--- src/brsc_pkg.sv ---
// Shared constants for the receive status and counter block
package brsc_pkg;

  // ==========================================================
  // Register bus shape
  localparam int unsigned ADDR_W = 8;                       // Byte address width
  localparam int unsigned DATA_W = 8;                       // Byte-wide registers

  // ==========================================================
  // Register offsets
  localparam logic [7:0] OFF_LIVE_STATUS    = 8'h8C;        // Live status, read only
  localparam logic [7:0] OFF_LATCHED_STATUS = 8'h8E;        // Latched flags, clear on read
  localparam logic [7:0] OFF_IRQ_ENABLE     = 8'h90;        // Interrupt enables
  localparam logic [7:0] OFF_ERR_COUNT_B0   = 8'h94;        // Error count, low byte
  localparam logic [7:0] OFF_ERR_COUNT_B1   = 8'h95;        // Error count, middle byte
  localparam logic [7:0] OFF_ERR_COUNT_B2   = 8'h96;        // Error count, high byte
  localparam logic [7:0] OFF_BIT_COUNT_B0   = 8'h98;        // Bit count, byte 0
  localparam logic [7:0] OFF_BIT_COUNT_B1   = 8'h99;        // Bit count, byte 1
  localparam logic [7:0] OFF_BIT_COUNT_B2   = 8'h9A;        // Bit count, byte 2
  localparam logic [7:0] OFF_BIT_COUNT_B3   = 8'h9B;        // Bit count, byte 3

  // ==========================================================
  // Field positions, shared by live, latched and enable layouts
  localparam int unsigned BIT_UPDATE_DONE = 3;              // Update done
  localparam int unsigned BIT_BIT_ERROR   = 2;              // Bit error seen
  localparam int unsigned BIT_ERR_NONZERO = 1;              // Error count nonzero
  localparam int unsigned BIT_SYNC        = 0;              // Sync loss / change
  localparam int unsigned FLAG_W          = 4;              // Number of flags

  // ==========================================================
  // Counter widths and reset values
  localparam int unsigned ERR_CNT_W    = 24;                // Bit error counter width
  localparam int unsigned BIT_CNT_W    = 32;                // Received bit counter width
  localparam logic [7:0]  RST_BYTE     = 8'h00;             // Reset value of byte registers
  localparam logic [3:0]  RST_IRQ_EN   = 4'h0;              // All enables off
  localparam logic [3:0]  RST_LATCHED  = 4'h0;              // No flag pending

  // ==========================================================
  // Sync supervision
  localparam int unsigned WIN_W         = 6;                // 64-bit observation window
  localparam logic [5:0]  WIN_LAST      = 6'h3F;            // Last bit of a window
  localparam logic [2:0]  MISMATCH_LIM  = 3'h6;             // Mismatches forcing resync

  // ==========================================================
  // Pin synchroniser depth
  localparam int unsigned SYNC_STAGES   = 3;                // Flip-flops per pin

  typedef enum logic {SYNC_HUNT, SYNC_LOCKED} brsc_sync_t;            // Pattern lock
  typedef enum logic [1:0] {UPD_IDLE, UPD_WAIT_TX, UPD_DONE} brsc_upd_t; // Counter update

endpackage : brsc_pkg

--- src/brsc_pin_sync.sv ---
// Three-stage pin synchroniser with agreement filter
`timescale 1ns/10ps
module brsc_pin_sync (
  input  wire logic clock_i,                                // System clock
  input  wire logic sys_rst_i,                              // Synchronous reset, high
  input  wire logic pin_i,                                  // Asynchronous pin level
  output logic      level_o                                 // Filtered level
);
  import brsc_pkg::*;

  // ==========================================================
  // Stages
  logic [SYNC_STAGES-1:0] stage_reg;                        // Stage 0 feeds only stage 1

  // Shift chain; stage 0 is read by stage 1 alone
  always_ff @(posedge clock_i) begin
    if (sys_rst_i) begin
      stage_reg <= '0;
    end else begin
      stage_reg <= {stage_reg[SYNC_STAGES-2:0], pin_i};
    end
  end

  // Accept a change only when the later two stages agree
  always_ff @(posedge clock_i) begin
    if (sys_rst_i) begin
      level_o <= 1'b0;
    end else if (stage_reg[1] == stage_reg[2]) begin
      level_o <= stage_reg[2];
    end
  end

endmodule : brsc_pin_sync

--- src/brsc_sat_counter.sv ---
// Saturating counter with event-safe restart
`timescale 1ns/10ps
module brsc_sat_counter #(
  parameter int unsigned WIDTH = 24                         // Counter width
) (
  input  wire logic             clock_i,                    // System clock
  input  wire logic             sys_rst_i,                  // Synchronous reset, high
  input  wire logic             inc_i,                      // Count one event
  input  wire logic             restart_i,                  // Restart from zero
  output logic [WIDTH-1:0]      count_o                     // Live count
);
  import brsc_pkg::*;

  // Restart keeps a same-cycle event so none is missed; saturates at all ones
  always_ff @(posedge clock_i) begin
    if (sys_rst_i) begin
      count_o <= '0;
    end else if (restart_i) begin
      count_o <= {{(WIDTH-1){1'b0}}, inc_i};
    end else if (inc_i && (count_o != {WIDTH{1'b1}})) begin
      count_o <= count_o + 1'b1;
    end
  end

endmodule : brsc_sat_counter

--- src/brsc_rx_status.sv ---
// Receive status, latched flags, interrupt and performance counters
// Contract
// - Update-done rises when snapshot transfer completes
// - Update-done drops whenever update request is low
// - Nonzero bit shows error count above zero
// - Sync-loss bit shows pattern not locked
// - Latch flag on update-done rising
// - Latch flag on every detected bit error
// - Latch flag on nonzero bit rising
// - Latch flag on every sync-loss change
// - Four interrupt enables, reset to zero
// - 24-bit error count at 94h upward
// - Error counter saturates at all ones
// - Error counter frozen while out of sync
// - 32-bit bit count at 98h to 9Bh
// - Bit counter saturates at all ones
// - Bit counter frozen while out of sync
// - Six mismatches per window force resync
//
// The address-and-strobe port was left to the implementer.
`timescale 1ns/10ps
module brsc_rx_status (
  input  wire logic                        clock_i,                  // System clock, 10 MHz
  input  wire logic                        sys_rst_i,                // Synchronous reset, high
  input  wire logic [brsc_pkg::ADDR_W-1:0] addr_i,                   // Register byte address
  input  wire logic [brsc_pkg::DATA_W-1:0] wr_data_i,                // Write data
  input  wire logic                        wr_i,                     // Write strobe
  input  wire logic                        rd_i,                     // Read strobe
  output logic      [brsc_pkg::DATA_W-1:0] rd_data_o,                // Read data, next cycle
  input  wire logic                        rx_line_clock_i,          // Receive line clock pin
  input  wire logic                        rx_data_i,                // Receive serial data pin
  input  wire logic                        tx_line_clock_i,          // Transmit line clock pin
  input  wire logic                        expected_bit_i,           // Pattern generator bit
  input  wire logic                        gen_locked_i,             // Generator reports lock
  input  wire logic                        auto_resync_disable_i,    // Block automatic resync
  input  wire logic                        counter_update_request_i, // Update request level
  output logic                             resync_o,                 // Resync pulse to generator
  output logic                             bit_take_o,               // Advance generator one bit
  output logic                             irq_o                     // Interrupt, level high
);
  import brsc_pkg::*;

  // ==========================================================
  // Declarations
  logic                  rx_clk_lvl;                        // Filtered receive clock
  logic                  rx_dat_lvl;                        // Filtered receive data
  logic                  tx_clk_lvl;                        // Filtered transmit clock
  logic [2:0]            pin_vec;                           // Pins into the synchronisers
  logic [2:0]            lvl_vec;                           // Filtered pin levels
  logic                  rx_clk_d_reg;                      // Previous receive clock
  logic                  tx_clk_d_reg;                      // Previous transmit clock
  logic                  rx_rise;                           // One bit arrives
  logic                  tx_rise;                           // Transmit clock edge seen
  logic                  mismatch;                          // Data differs from pattern
  logic                  bit_err;                           // Counted bit error
  logic                  bit_ok;                            // Counted received bit
  brsc_sync_t            sync_reg;                          // Lock state
  brsc_sync_t            sync_next;                         // Next lock state
  logic                  sync_loss;                         // Out of sync level
  logic                  sync_loss_d_reg;                   // Previous sync loss
  logic [WIN_W-1:0]      win_reg;                           // Bit position in window
  logic [2:0]            mis_reg;                           // Mismatches this window
  logic [2:0]            mis_next;                          // Mismatches including this bit
  logic                  lose_lock;                         // Resync trigger
  logic [ERR_CNT_W-1:0]  err_live;                          // Live error count
  logic [BIT_CNT_W-1:0]  bit_live;                          // Live bit count
  logic [ERR_CNT_W-1:0]  err_snap_reg;                      // Readable error count
  logic [BIT_CNT_W-1:0]  bit_snap_reg;                      // Readable bit count
  logic                  req_d_reg;                         // Previous update request
  logic                  upd_start;                         // Update request rising
  brsc_upd_t             upd_reg;                           // Update sequence state
  logic                  done_reg;                          // Update done status
  logic                  done_d_reg;                        // Previous update done
  logic                  nz_reg;                            // Error count nonzero
  logic                  nz_d_reg;                          // Previous nonzero
  logic [FLAG_W-1:0]     events;                            // Flag set events
  logic [FLAG_W-1:0]     latched_reg;                       // Latched flags
  logic [FLAG_W-1:0]     latched_clr;                       // Flags cleared by read
  logic [FLAG_W-1:0]     irq_en_reg;                        // Interrupt enables
  logic [DATA_W-1:0]     rd_mux;                            // Read selection

  // ==========================================================
  // Pin synchronisers; clocks and data share one latency, so data stay aligned
  assign pin_vec = {tx_line_clock_i, rx_data_i, rx_line_clock_i};
  for (genvar g = 0; g < 3; g++) begin : g_pin_sync
    brsc_pin_sync u_pin_sync (
      .clock_i   (clock_i),
      .sys_rst_i (sys_rst_i),
      .pin_i     (pin_vec[g]),
      .level_o   (lvl_vec[g])
    );
  end
  assign {tx_clk_lvl, rx_dat_lvl, rx_clk_lvl} = lvl_vec;

  // Edge history of both line clocks
  always_ff @(posedge clock_i) begin
    if (sys_rst_i) begin
      rx_clk_d_reg <= 1'b0;
      tx_clk_d_reg <= 1'b0;
    end else begin
      rx_clk_d_reg <= rx_clk_lvl;
      tx_clk_d_reg <= tx_clk_lvl;
    end
  end
  assign rx_rise = rx_clk_lvl & ~rx_clk_d_reg;
  assign tx_rise = tx_clk_lvl & ~tx_clk_d_reg;

  // ==========================================================
  // Bit compare
  assign mismatch  = rx_dat_lvl ^ expected_bit_i;
  assign sync_loss = (sync_reg == SYNC_HUNT);
  assign bit_ok    = rx_rise & ~sync_loss;
  assign bit_err   = bit_ok & mismatch;

  // Generator advance; one pulse per received bit
  always_ff @(posedge clock_i) begin
    if (sys_rst_i) begin
      bit_take_o <= 1'b0;
    end else begin
      bit_take_o <= rx_rise;
    end
  end

  // ==========================================================
  // Sync supervision
  // Count saturates at seven so it never wraps under six
  assign mis_next  = (mismatch && (mis_reg != 3'h7)) ? mis_reg + 3'h1 : mis_reg;
  assign lose_lock = bit_ok && !auto_resync_disable_i && (mis_next >= MISMATCH_LIM);

  // Next lock state; hunting ends only when the generator reports lock
  always_comb begin
    sync_next = sync_reg;
    unique case (sync_reg)
      SYNC_HUNT: begin
        if (gen_locked_i) begin
          sync_next = SYNC_LOCKED;
        end
      end
      SYNC_LOCKED: begin
        if (lose_lock) begin
          sync_next = SYNC_HUNT;
        end
      end
    endcase
  end

  // Lock state and resync request
  always_ff @(posedge clock_i) begin
    if (sys_rst_i) begin
      sync_reg <= SYNC_HUNT;
      resync_o <= 1'b0;
    end else begin
      sync_reg <= sync_next;
      resync_o <= lose_lock;
    end
  end
  a_resync_on_six: assert property (@(posedge clock_i) disable iff (sys_rst_i)
    lose_lock |=> (sync_loss && resync_o))
    else $error("no resync after six mismatches");

  // Window position and mismatch tally; restart on any lock change
  always_ff @(posedge clock_i) begin
    if (sys_rst_i) begin
      win_reg <= '0;
      mis_reg <= '0;
    end else if (sync_next != sync_reg) begin
      win_reg <= '0;
      mis_reg <= '0;
    end else if (bit_ok) begin
      win_reg <= win_reg + 1'b1;
      mis_reg <= (win_reg == WIN_LAST) ? 3'h0 : mis_next;
    end
  end

  // ==========================================================
  // Live counters
  brsc_sat_counter #(
    .WIDTH (ERR_CNT_W)
  ) u_err_cnt (
    .clock_i   (clock_i),
    .sys_rst_i (sys_rst_i),
    .inc_i     (bit_err),
    .restart_i (upd_start),
    .count_o   (err_live)
  );

  brsc_sat_counter #(
    .WIDTH (BIT_CNT_W)
  ) u_bit_cnt (
    .clock_i   (clock_i),
    .sys_rst_i (sys_rst_i),
    .inc_i     (bit_ok),
    .restart_i (upd_start),
    .count_o   (bit_live)
  );
  a_err_frozen: assert property (@(posedge clock_i) disable iff (sys_rst_i)
    (sync_loss && !upd_start) |=> $stable(err_live))
    else $error("error counter moved out of sync");
  a_bit_frozen: assert property (@(posedge clock_i) disable iff (sys_rst_i)
    (sync_loss && !upd_start) |=> $stable(bit_live))
    else $error("bit counter moved out of sync");
  a_err_saturates: assert property (@(posedge clock_i) disable iff (sys_rst_i)
    ((err_live == {ERR_CNT_W{1'b1}}) && !upd_start) |=> (err_live == {ERR_CNT_W{1'b1}}))
    else $error("error counter wrapped");
  a_bit_saturates: assert property (@(posedge clock_i) disable iff (sys_rst_i)
    ((bit_live == {BIT_CNT_W{1'b1}}) && !upd_start) |=> (bit_live == {BIT_CNT_W{1'b1}}))
    else $error("bit counter wrapped");

  // ==========================================================
  // Counter update sequence
  assign upd_start = counter_update_request_i & ~req_d_reg;
  // Snapshot taken on the request edge; live counters restart together
  always_ff @(posedge clock_i) begin
    if (sys_rst_i) begin
      req_d_reg    <= 1'b0;
      err_snap_reg <= '0;
      bit_snap_reg <= '0;
    end else begin
      req_d_reg <= counter_update_request_i;
      if (upd_start) begin
        err_snap_reg <= err_live;
        bit_snap_reg <= bit_live;
      end
    end
  end
  a_snapshot_taken: assert property (@(posedge clock_i) disable iff (sys_rst_i)
    upd_start |=> ((err_snap_reg == $past(err_live)) && (err_live <= 1) && !done_reg))
    else $error("snapshot or restart wrong");

  // Done waits for a transmit clock edge, so a dead line clock stalls it
  always_ff @(posedge clock_i) begin
    if (sys_rst_i) begin
      upd_reg  <= UPD_IDLE;
      done_reg <= 1'b0;
    end else if (!counter_update_request_i) begin
      upd_reg  <= UPD_IDLE;
      done_reg <= 1'b0;
    end else begin
      unique case (upd_reg)
        UPD_IDLE: begin
          if (upd_start) begin
            upd_reg <= UPD_WAIT_TX;
          end
        end
        UPD_WAIT_TX: begin
          if (tx_rise) begin
            upd_reg  <= UPD_DONE;
            done_reg <= 1'b1;
          end
        end
        UPD_DONE: begin
          done_reg <= 1'b1;
        end
        default: begin
          upd_reg <= UPD_IDLE;
        end
      endcase
    end
  end
  a_done_forced_low: assert property (@(posedge clock_i) disable iff (sys_rst_i)
    !counter_update_request_i |=> !done_reg)
    else $error("update done not low after request dropped");

  // Nonzero status; forced low for one cycle at the update edge
  always_ff @(posedge clock_i) begin
    if (sys_rst_i) begin
      nz_reg <= 1'b0;
    end else begin
      nz_reg <= (err_live != '0) && !upd_start;
    end
  end
  a_nonzero_tracks: assert property (@(posedge clock_i) disable iff (sys_rst_i)
    ((err_live != '0) && !upd_start) |=> nz_reg)
    else $error("nonzero status missing");

  // ==========================================================
  // Latched flags and interrupt
  // History for the edge events
  always_ff @(posedge clock_i) begin
    if (sys_rst_i) begin
      done_d_reg      <= 1'b0;
      nz_d_reg        <= 1'b0;
      sync_loss_d_reg <= 1'b1;
    end else begin
      done_d_reg      <= done_reg;
      nz_d_reg        <= nz_reg;
      sync_loss_d_reg <= sync_loss;
    end
  end

  always_comb begin
    events                  = '0;
    events[BIT_UPDATE_DONE] = done_reg & ~done_d_reg;
    events[BIT_BIT_ERROR]   = bit_err;
    events[BIT_ERR_NONZERO] = nz_reg & ~nz_d_reg;
    events[BIT_SYNC]        = sync_loss ^ sync_loss_d_reg;
  end

  // A read clears what it returned; a set in the same cycle wins
  assign latched_clr = (rd_i && (addr_i == OFF_LATCHED_STATUS)) ? latched_reg : '0;

  always_ff @(posedge clock_i) begin
    if (sys_rst_i) begin
      latched_reg <= RST_LATCHED;
    end else begin
      latched_reg <= (latched_reg & ~latched_clr) | events;
    end
  end
  a_done_latches: assert property (@(posedge clock_i) disable iff (sys_rst_i)
    $rose(done_reg) |=> latched_reg[BIT_UPDATE_DONE])
    else $error("update done rise not latched");
  a_error_latches: assert property (@(posedge clock_i) disable iff (sys_rst_i)
    bit_err |=> latched_reg[BIT_BIT_ERROR])
    else $error("bit error not latched");
  a_sync_change_latches: assert property (@(posedge clock_i) disable iff (sys_rst_i)
    (sync_loss != sync_loss_d_reg) |=> latched_reg[BIT_SYNC])
    else $error("sync change not latched");

  // Enables; only the low four bits are stored
  always_ff @(posedge clock_i) begin
    if (sys_rst_i) begin
      irq_en_reg <= RST_IRQ_EN;
    end else if (wr_i && (addr_i == OFF_IRQ_ENABLE)) begin
      irq_en_reg <= wr_data_i[FLAG_W-1:0];
    end
  end

  // Interrupt follows the next flag state, so it changes in the same cycle as the flags
  always_ff @(posedge clock_i) begin
    if (sys_rst_i) begin
      irq_o <= 1'b0;
    end else begin
      irq_o <= |(((latched_reg & ~latched_clr) | events) & irq_en_reg);
    end
  end
  a_irq_follows: assert property (@(posedge clock_i) disable iff (sys_rst_i)
    (|(latched_reg & irq_en_reg) && !rd_i) |=> irq_o)
    else $error("interrupt missing for enabled flag");

  // ==========================================================
  // Register read
  // Unmapped addresses and reserved bits read zero
  always_comb begin
    rd_mux = RST_BYTE;
    unique case (addr_i)
      OFF_LIVE_STATUS:    rd_mux = {4'h0, done_reg, 1'b0, nz_reg, sync_loss};
      OFF_LATCHED_STATUS: rd_mux = {4'h0, latched_reg};
      OFF_IRQ_ENABLE:     rd_mux = {4'h0, irq_en_reg};
      OFF_ERR_COUNT_B0:   rd_mux = err_snap_reg[7:0];
      OFF_ERR_COUNT_B1:   rd_mux = err_snap_reg[15:8];
      OFF_ERR_COUNT_B2:   rd_mux = err_snap_reg[23:16];
      OFF_BIT_COUNT_B0:   rd_mux = bit_snap_reg[7:0];
      OFF_BIT_COUNT_B1:   rd_mux = bit_snap_reg[15:8];
      OFF_BIT_COUNT_B2:   rd_mux = bit_snap_reg[23:16];
      OFF_BIT_COUNT_B3:   rd_mux = bit_snap_reg[31:24];
      default:            rd_mux = RST_BYTE;
    endcase
  end

  // Data stand only in the cycle after the strobe
  always_ff @(posedge clock_i) begin
    if (sys_rst_i) begin
      rd_data_o <= RST_BYTE;
    end else begin
      rd_data_o <= rd_i ? rd_mux : RST_BYTE;
    end
  end

endmodule : brsc_rx_status

--- config.mk ---
export PLATFORM = sky130hd
export DESIGN_NAME = brsc_rx_status
export DESIGN_NICKNAME = d
export VERILOG_FILES = /design/src/brsc_pkg.sv /design/src/brsc_pin_sync.sv /design/src/brsc_sat_counter.sv /design/src/brsc_rx_status.sv
export SDC_FILE = /design/constraint.sdc
export NUM_CORES = 1
export LEC_CHECK = 0
export BUFFER_PORTS_ARGS = -buffer_cell sky130_fd_sc_hd__buf_4
export CAP_MARGIN = 20
export CORE_ASPECT_RATIO = 0.8
export CORE_UTILIZATION = 60
export DETAILED_ROUTE_END_ITERATION = 16
export HOLD_SLACK_MARGIN = 0.03
export PLACE_DENSITY = 0.88
export SLEW_MARGIN = 20
export SYNTH_ARGS = -nofsm -noshare
export SYNTH_HDL_FRONTEND = slang
export SYNTH_SLANG_ARGS = --single-unit
--- constraint.sdc ---
create_clock -name clock_i -period 2.65 [get_ports clock_i]
set_clock_uncertainty 0.1 [all_clocks]
set_input_delay 0.1325 -clock clock_i [delete_from_list [all_inputs] [get_ports clock_i]]
set_output_delay 0.1325 -clock clock_i [all_outputs]
set_load 0.01 [all_outputs]
==> results of run 1 <==
[layout make-up]
class / instances / share of cell area (%)
clock buffers: 17 / 5.06
inverters: 18 / 0.804
clock inverters: 15 / 2.57
multi-input cells: 629 / 44.7
repair buffers: 61 / 5.86
flip-flops and latches: 163 / 38.8
well taps: 148 / 2.20
[through the flow]
step | worst slack [ns] | area [µm²] | std cells | hold WS, ns
finish | 0.309 | 8410 | 1051 | 0.0455
global route | 0.145 | 8410 | 1051 | 0.0696
CTS | 0.346 | 8410 | 1051 | 0.0427
detailed placement | 0.435 | 7630 | 1005 | 0.259
global placement | 0.474 | 7630 | 1005 | 0.243
floorplan | 0.560 | 7330 | 866 | 0.161
[synthesized netlist by cell type, drive strengths merged, types with 7 or more instances]
library cell  count
nand3            31
nor3             19
nand2           157
buf              23
xnor2             8
and4              7
nor2b            26
clkbuf           33
dfxtp           163
nor2             44
nand4            21
xor2              8
a21oi           100
mux4              8
o21ai            22
o31ai            15
mux2i            14
or4              18
nor4             14
inv              18
or3              16
[worst max-delay path: cells and delay by family, from the launching register on]
family	cells	cell delay (ns)
AO/OA/AOI/OAI	1	0.15
adder cells (fa/ha/maj)	1	0.20
AND/OR/NAND/NOR	4	1.22
buffers and inverters	1	0.19
flip-flops	1	0.43
[layer usage]
layer	up-vias	track usage (%)	wire, µm
li1	3157	-	-
met5	-	0	0
met3	62	7.11	1500
met1	3167	39.1	7790
met4	0	14.4	739
met2	321	51.0	9090
[worst max-delay path by stage]
stage | slack (ns) | endpoint | from | depth (start not counted)
finish | 0.31 | u_bit_cnt.count_o[16] | u_bit_cnt.count_o[0] | 7
global route | 0.14 | u_bit_cnt.count_o[20] | u_bit_cnt.count_o[0] | 7
CTS | 0.35 | u_bit_cnt.count_o[16] | u_bit_cnt.count_o[0] | 7
detailed placement | 0.43 | u_bit_cnt.count_o[20] | u_bit_cnt.count_o[0] | 7
global placement | 0.47 | u_err_cnt.count_o[17] | u_err_cnt.count_o[0] | 6
floorplan | 0.56 | u_err_cnt.count_o[13] | u_err_cnt.count_o[0] | 8
[cells by family (layout without fill, tap and decap cells)]
| family | Yosys count | after routing | synth area share (%) |
|---|---|---|---|
| mux | 26 | 26 | 4.98 |
| fa+ha+maj | 7 | 7 | 1.16 |
| flops | 163 | 163 | 44.5 |
| compound gates | 198 | 198 | 16.7 |
| simple gates | 382 | 382 | 26.3 |
| xor+xnor | 16 | 16 | 1.91 |
| buf+inv | 74 | 111 | 4.40 |
[power by group through the flow]
stage          clock, W  sequential, W  combinational [W]
6_report        0.00269        0.00247           0.000208
3_3_place_gp          0        0.00252           0.000187
4_1_cts         0.00268        0.00247           0.000202
2_1_floorplan         0        0.00252           0.000122
3_5_place_dp          0        0.00252           0.000190
5_1_grt         0.00279        0.00247           0.000222
==> flow_metrics.env, run 1 <==
export IMPL_power_net_switching_w=0.00123
export IMPL_wire_per_inst_um=18.2
export IMPL_arrival_ns=2.60
export IMPL_antenna_found_initial=0
export IMPL_cts_path_max_buffers=2
export IMPL_period_minus_slack_ns=2.34
export IMPL_rsz0062_at_grt="false"
export IMPL_whs_endpoint="sync_reg"
export IMPL_nets=923
export IMPL_async_reset_ff_share_pct=0
export IMPL_portBuffers=33
export IMPL_ios=38
export IMPL_drc=3
export IMPL_insertion_delay_ns=0.43
export IMPL_setup_tns_ns=0
export IMPL_synth_flop_cell="dfxtp_1"
export IMPL_finish_utilization_pct=71.9
export IMPL_n_antenna_cell=0
export IMPL_viasPerCell=6.38
export IMPL_dr_pass1_iters=12
export IMPL_multi_input_area_um2=3760
export IMPL_final_antenna_net_count=0
export IMPL_cts_resized=0
export IMPL_worstPathRequired_ns=2.91
export IMPL_tritoncts="yes"
export IMPL_status="finished with violations"
export IMPL_p_int_w=0.00414
export IMPL_ys_seq_area_share_pct=44.5
export IMPL_p_total_w=0.00536
export IMPL_syn_num_nets=899
export IMPL_power_frac_clock_pct=50.1
export IMPL_vias=6707
export IMPL_tightest_slew_ns=0.728
export IMPL_synth_cells=866
export IMPL_setup_viol=0
export IMPL_core_area_um2=11700
export IMPL_end_kind="flop"
export IMPL_cp_slowest_stage_delay_ns=0.49
export IMPL_path_max_fanout=11
export IMPL_synth_cell_types=64
export IMPL_hold_viol_final=0
export IMPL_root_buffer="clkbuf_16"
export IMPL_r2r_slack_ns=0.31
export IMPL_ys_seq_elements=163
export IMPL_combPwrFrac_pct=3.9
export IMPL_h_tree_depth=4
export IMPL_violations="design-rule violations"
export IMPL_max_clock_freq_mhz=427
export IMPL_synth_area_per_cell_um2=8.47
export IMPL_hpwlAfterDp_mm=11.9
export IMPL_clock_sinks=163
export IMPL_final_cell_mix="163 x dfxtp_1, 157 x nand2_1, 99 x a21oi_1"
export IMPL_synth_edff_count=0
export IMPL_synth_top_cell_by_area="dfxtp_1"
export IMPL_rows=35
export IMPL_final_layout_size_suffix_gt1_share_pct=11.8
export IMPL_die_h_um=101
export IMPL_die_w_um=126
export IMPL_design_die_area_um2=12700
export IMPL_holdPathStages=4
export IMPL_start_kind="flop"
export IMPL_crit_slowest_cell="or4_1"
export IMPL_place_congestion=0.968
export IMPL_first_global_vias=6196
export IMPL_syn_area_um2=7330
export IMPL_p_sw_share_pct=22.9
export IMPL_routed_wl_mm=19.1
export IMPL_synthToLayoutAreaGrowth_pct=14.7
export IMPL_yosys_top_cells_area="dfxtp_1 44%, nand2_1 8.0%, a21oi_1 6.8%"
export IMPL_grt_max_degree=69
export IMPL_clkTransAtPathRegs_ns=0.07
export IMPL_timing_rr_start="u_bit_cnt.count_o[0]"
export IMPL_path_class="flop to flop"
export IMPL_synth_top_cell_area_share_pct=44.5
export IMPL_grt_pass1_wl_mm=31.0
export IMPL_seqPwrFrac_pct=46.0
export IMPL_slew_limit_headroom_pct=51.3
export IMPL_peakVddDrop_uv=444
export IMPL_maxSlewViolCount=0
export IMPL_ff_latch_area_um2=3260
export IMPL_power_density_nw_per_um2=638
export IMPL_min_path_type="input port to flop"
export IMPL_cts_made_buffers=17
export IMPL_leakage_nw=2.87
export IMPL_drtIter0Drc=782
export IMPL_synth_warnings=0
export IMPL_hp_start="auto_resync_disable_i"
export IMPL_final_common_cell="dfxtp_1"
export IMPL_grtUsageTotal_pct=31.0
export IMPL_maxCapViolCount=0
export IMPL_initial_core_util_pct=62.7
export IMPL_cts_hold_buf=14
export IMPL_cts_setup_buffers=0
export IMPL_worstRegToRegCells=7
export IMPL_overflow=0
export IMPL_path_cells="ha_1 -> nand3_1 -> buf_4 -> nor3_1 -> nand2_1 -> or4_1 -> a21oi_1"
export IMPL_min_period_over_period_pct=88.3
export IMPL_r2r_end="u_bit_cnt.count_o[16]"
export IMPL_fill_cells=798
Power figures use the tool's default switching activity.
==> run 2, diff against run 1 <==
--- a/config.mk
+++ b/config.mk
@@ -5,13 +5,13 @@
 export SDC_FILE = /design/constraint.sdc
 export NUM_CORES = 1
 export LEC_CHECK = 0
-export BUFFER_PORTS_ARGS = -buffer_cell sky130_fd_sc_hd__buf_4
 export CAP_MARGIN = 20
 export CORE_ASPECT_RATIO = 0.8
 export CORE_UTILIZATION = 60
 export DETAILED_ROUTE_END_ITERATION = 16
+export DONT_BUFFER_PORTS = 1
 export HOLD_SLACK_MARGIN = 0.03
-export PLACE_DENSITY = 0.88
+export PLACE_DENSITY = 0.86
 export SLEW_MARGIN = 20
 export SYNTH_ARGS = -nofsm -noshare
 export SYNTH_HDL_FRONTEND = slang
==> flow_metrics.env, run 2 (synthesis results as in run 1) <==
export IMPL_status="finished with violations"
export IMPL_violations="design-rule violations"
export IMPL_setup_tns_ns=0
export IMPL_place_congestion=0.893
export IMPL_drc=1
export IMPL_arrival_ns=2.65
export IMPL_slew_limit_headroom_pct=52.8
export IMPL_ios=38
export IMPL_timing_rr_start="u_bit_cnt.count_o[0]"
export IMPL_cts_setup_buffers=0
export IMPL_design_die_area_um2=12700
export IMPL_clock_sinks=163
export IMPL_power_density_nw_per_um2=640
export IMPL_min_path_type="input port to flop"
export IMPL_overflow=0
export IMPL_core_area_um2=11700
export IMPL_period_minus_slack_ns=2.48
export IMPL_antenna_found_initial=2
export IMPL_grt_max_degree=89
export IMPL_hp_start="addr_i[4]"
export IMPL_vias=6742
export IMPL_pre_cts_ws_ns=0.321
export IMPL_tightest_slew_ns=0.705
export IMPL_stdcell_area_um2=8270
export IMPL_worst_slack_ns=0.175
export IMPL_leakage_nw=2.73
export IMPL_cts_path_max_buffers=2
export IMPL_drtIter0Drc=825
export IMPL_max_clock_freq_mhz=404
export IMPL_dr_pass1_iters=11
export IMPL_viasPerCell=6.56
export IMPL_start_kind="flop"
export IMPL_wire_per_inst_um=18.9
export IMPL_setup_viol=0
export IMPL_initial_core_util_pct=62.7
export IMPL_maxCapViolCount=0
export IMPL_final_cell_mix="163 x dfxtp_1, 157 x nand2_1, 99 x a21oi_1"
export IMPL_die_w_um=126
export IMPL_first_global_vias=6497
export IMPL_worstPathRequired_ns=2.82
export IMPL_min_period_over_period_pct=93.4
export IMPL_h_tree_depth=4
export IMPL_cts_made_buffers=17
export IMPL_hpwlAfterDp_mm=11.8
export IMPL_finish_utilization_pct=70.8
export IMPL_portBuffers=0
export IMPL_root_buffer="clkbuf_16"
export IMPL_clkTransAtPathRegs_ns=0.06
export IMPL_synthToLayoutAreaGrowth_pct=12.8
export IMPL_final_layout_size_suffix_gt1_share_pct=8.52
export IMPL_final_common_cell="dfxtp_1"
export IMPL_rsz0062_at_grt="false"
export IMPL_crit_path_start="u_bit_cnt.count_o[0]"
export IMPL_grt_pass1_wl_mm=31.7
export IMPL_tritoncts="yes"
export IMPL_insertion_delay_ns=0.42
export IMPL_die_h_um=101
export IMPL_hold_viol_final=0
export IMPL_final_antenna_net_count=0
export IMPL_path_class="flop to flop"
export IMPL_peakVddDrop_uv=500
export IMPL_maxSlewViolCount=0
export IMPL_path_max_fanout=18
export IMPL_grtUsageTotal_pct=31.7
export IMPL_routed_wl_mm=19.4
export IMPL_n_antenna_cell=0
export IMPL_nets=900
export IMPL_rows=35
export IMPL_end_kind="flop"
export IMPL_place_area_um2=7380
run 2: cell count changes in the layout (fill, tap and decap cells not counted), sizes merged:
cell	delta
buf	-32
clkbuf	+1
clkinvlp	+2
dlygate4sd3	+9
inv	-3
run 2: final timing paths:
check	end	slack [ns]	cells past startpoint
worst max register to register	u_bit_cnt.count_o[0]	0.17	6
worst min register to register	g_pin_sync[2].u_pin_sync.stage_reg[1]	0.35	1
worst min-delay path	rd_data_o[3]	0.04	2
worst max-delay path	u_bit_cnt.count_o[0]	0.17	6
run 2: worst max-delay path, cell delays in order, from the launching register on:
cell	delay [ns]
dfxtp_1	0.44
ha_1	0.20
nand3_1	0.20
nor4_1	0.45
and3_1	0.59
or4_1	0.21
o311ai_0	0.13
run 2: routing by layer:
layer	share of wire, %	vias to the layer above	track usage, %
li1	-	3117	-
met1	40	3160	37.6
met2	47	379	53.5
met3	8.0	84	7.64
met4	4.3	2	17.5
met5	0.072	-	0
run 2: final cells by class:
type	count	area (µm²)
multi-input cells	629	3760
fillers	811	3420
flip-flops and latches	163	3260
clock buffers	18	429
repair buffers	38	363
clock inverters	14	203
well taps	148	185
inverters	18	67.6
run 2: report_power, final:
part / internal, W / total (W) / switching (W)
clock network: 0.00159 / 0.00264 / 0.00105
logic: 0.0000609 / 0.000184 / 0.000123
registers: 0.00246 / 0.00247 / 0.00000704
total: 0.00411 / 0.00529 / 0.00118
run 2: stage by stage:
| step | instances | hold WS [ns] | total power [W] |
|---|---|---|---|
| floorplan | 866 | 0.161 | 0.00264 |
| global placement | 972 | 0.108 | 0.00265 |
| detailed placement | 972 | 0.110 | 0.00265 |
| CTS | 1028 | 0.0316 | 0.00529 |
| global route | 1028 | 0.0874 | 0.00541 |
| finish | 1028 | 0.0387 | 0.00529 |
run 2: what timing repair did:
item | in CTS | in global routing
setup endpoints to repair | 0 | 1
hold buffers | 24 | 0
gates resized for setup | 0 | 1
hold endpoints to repair | 114 | 0
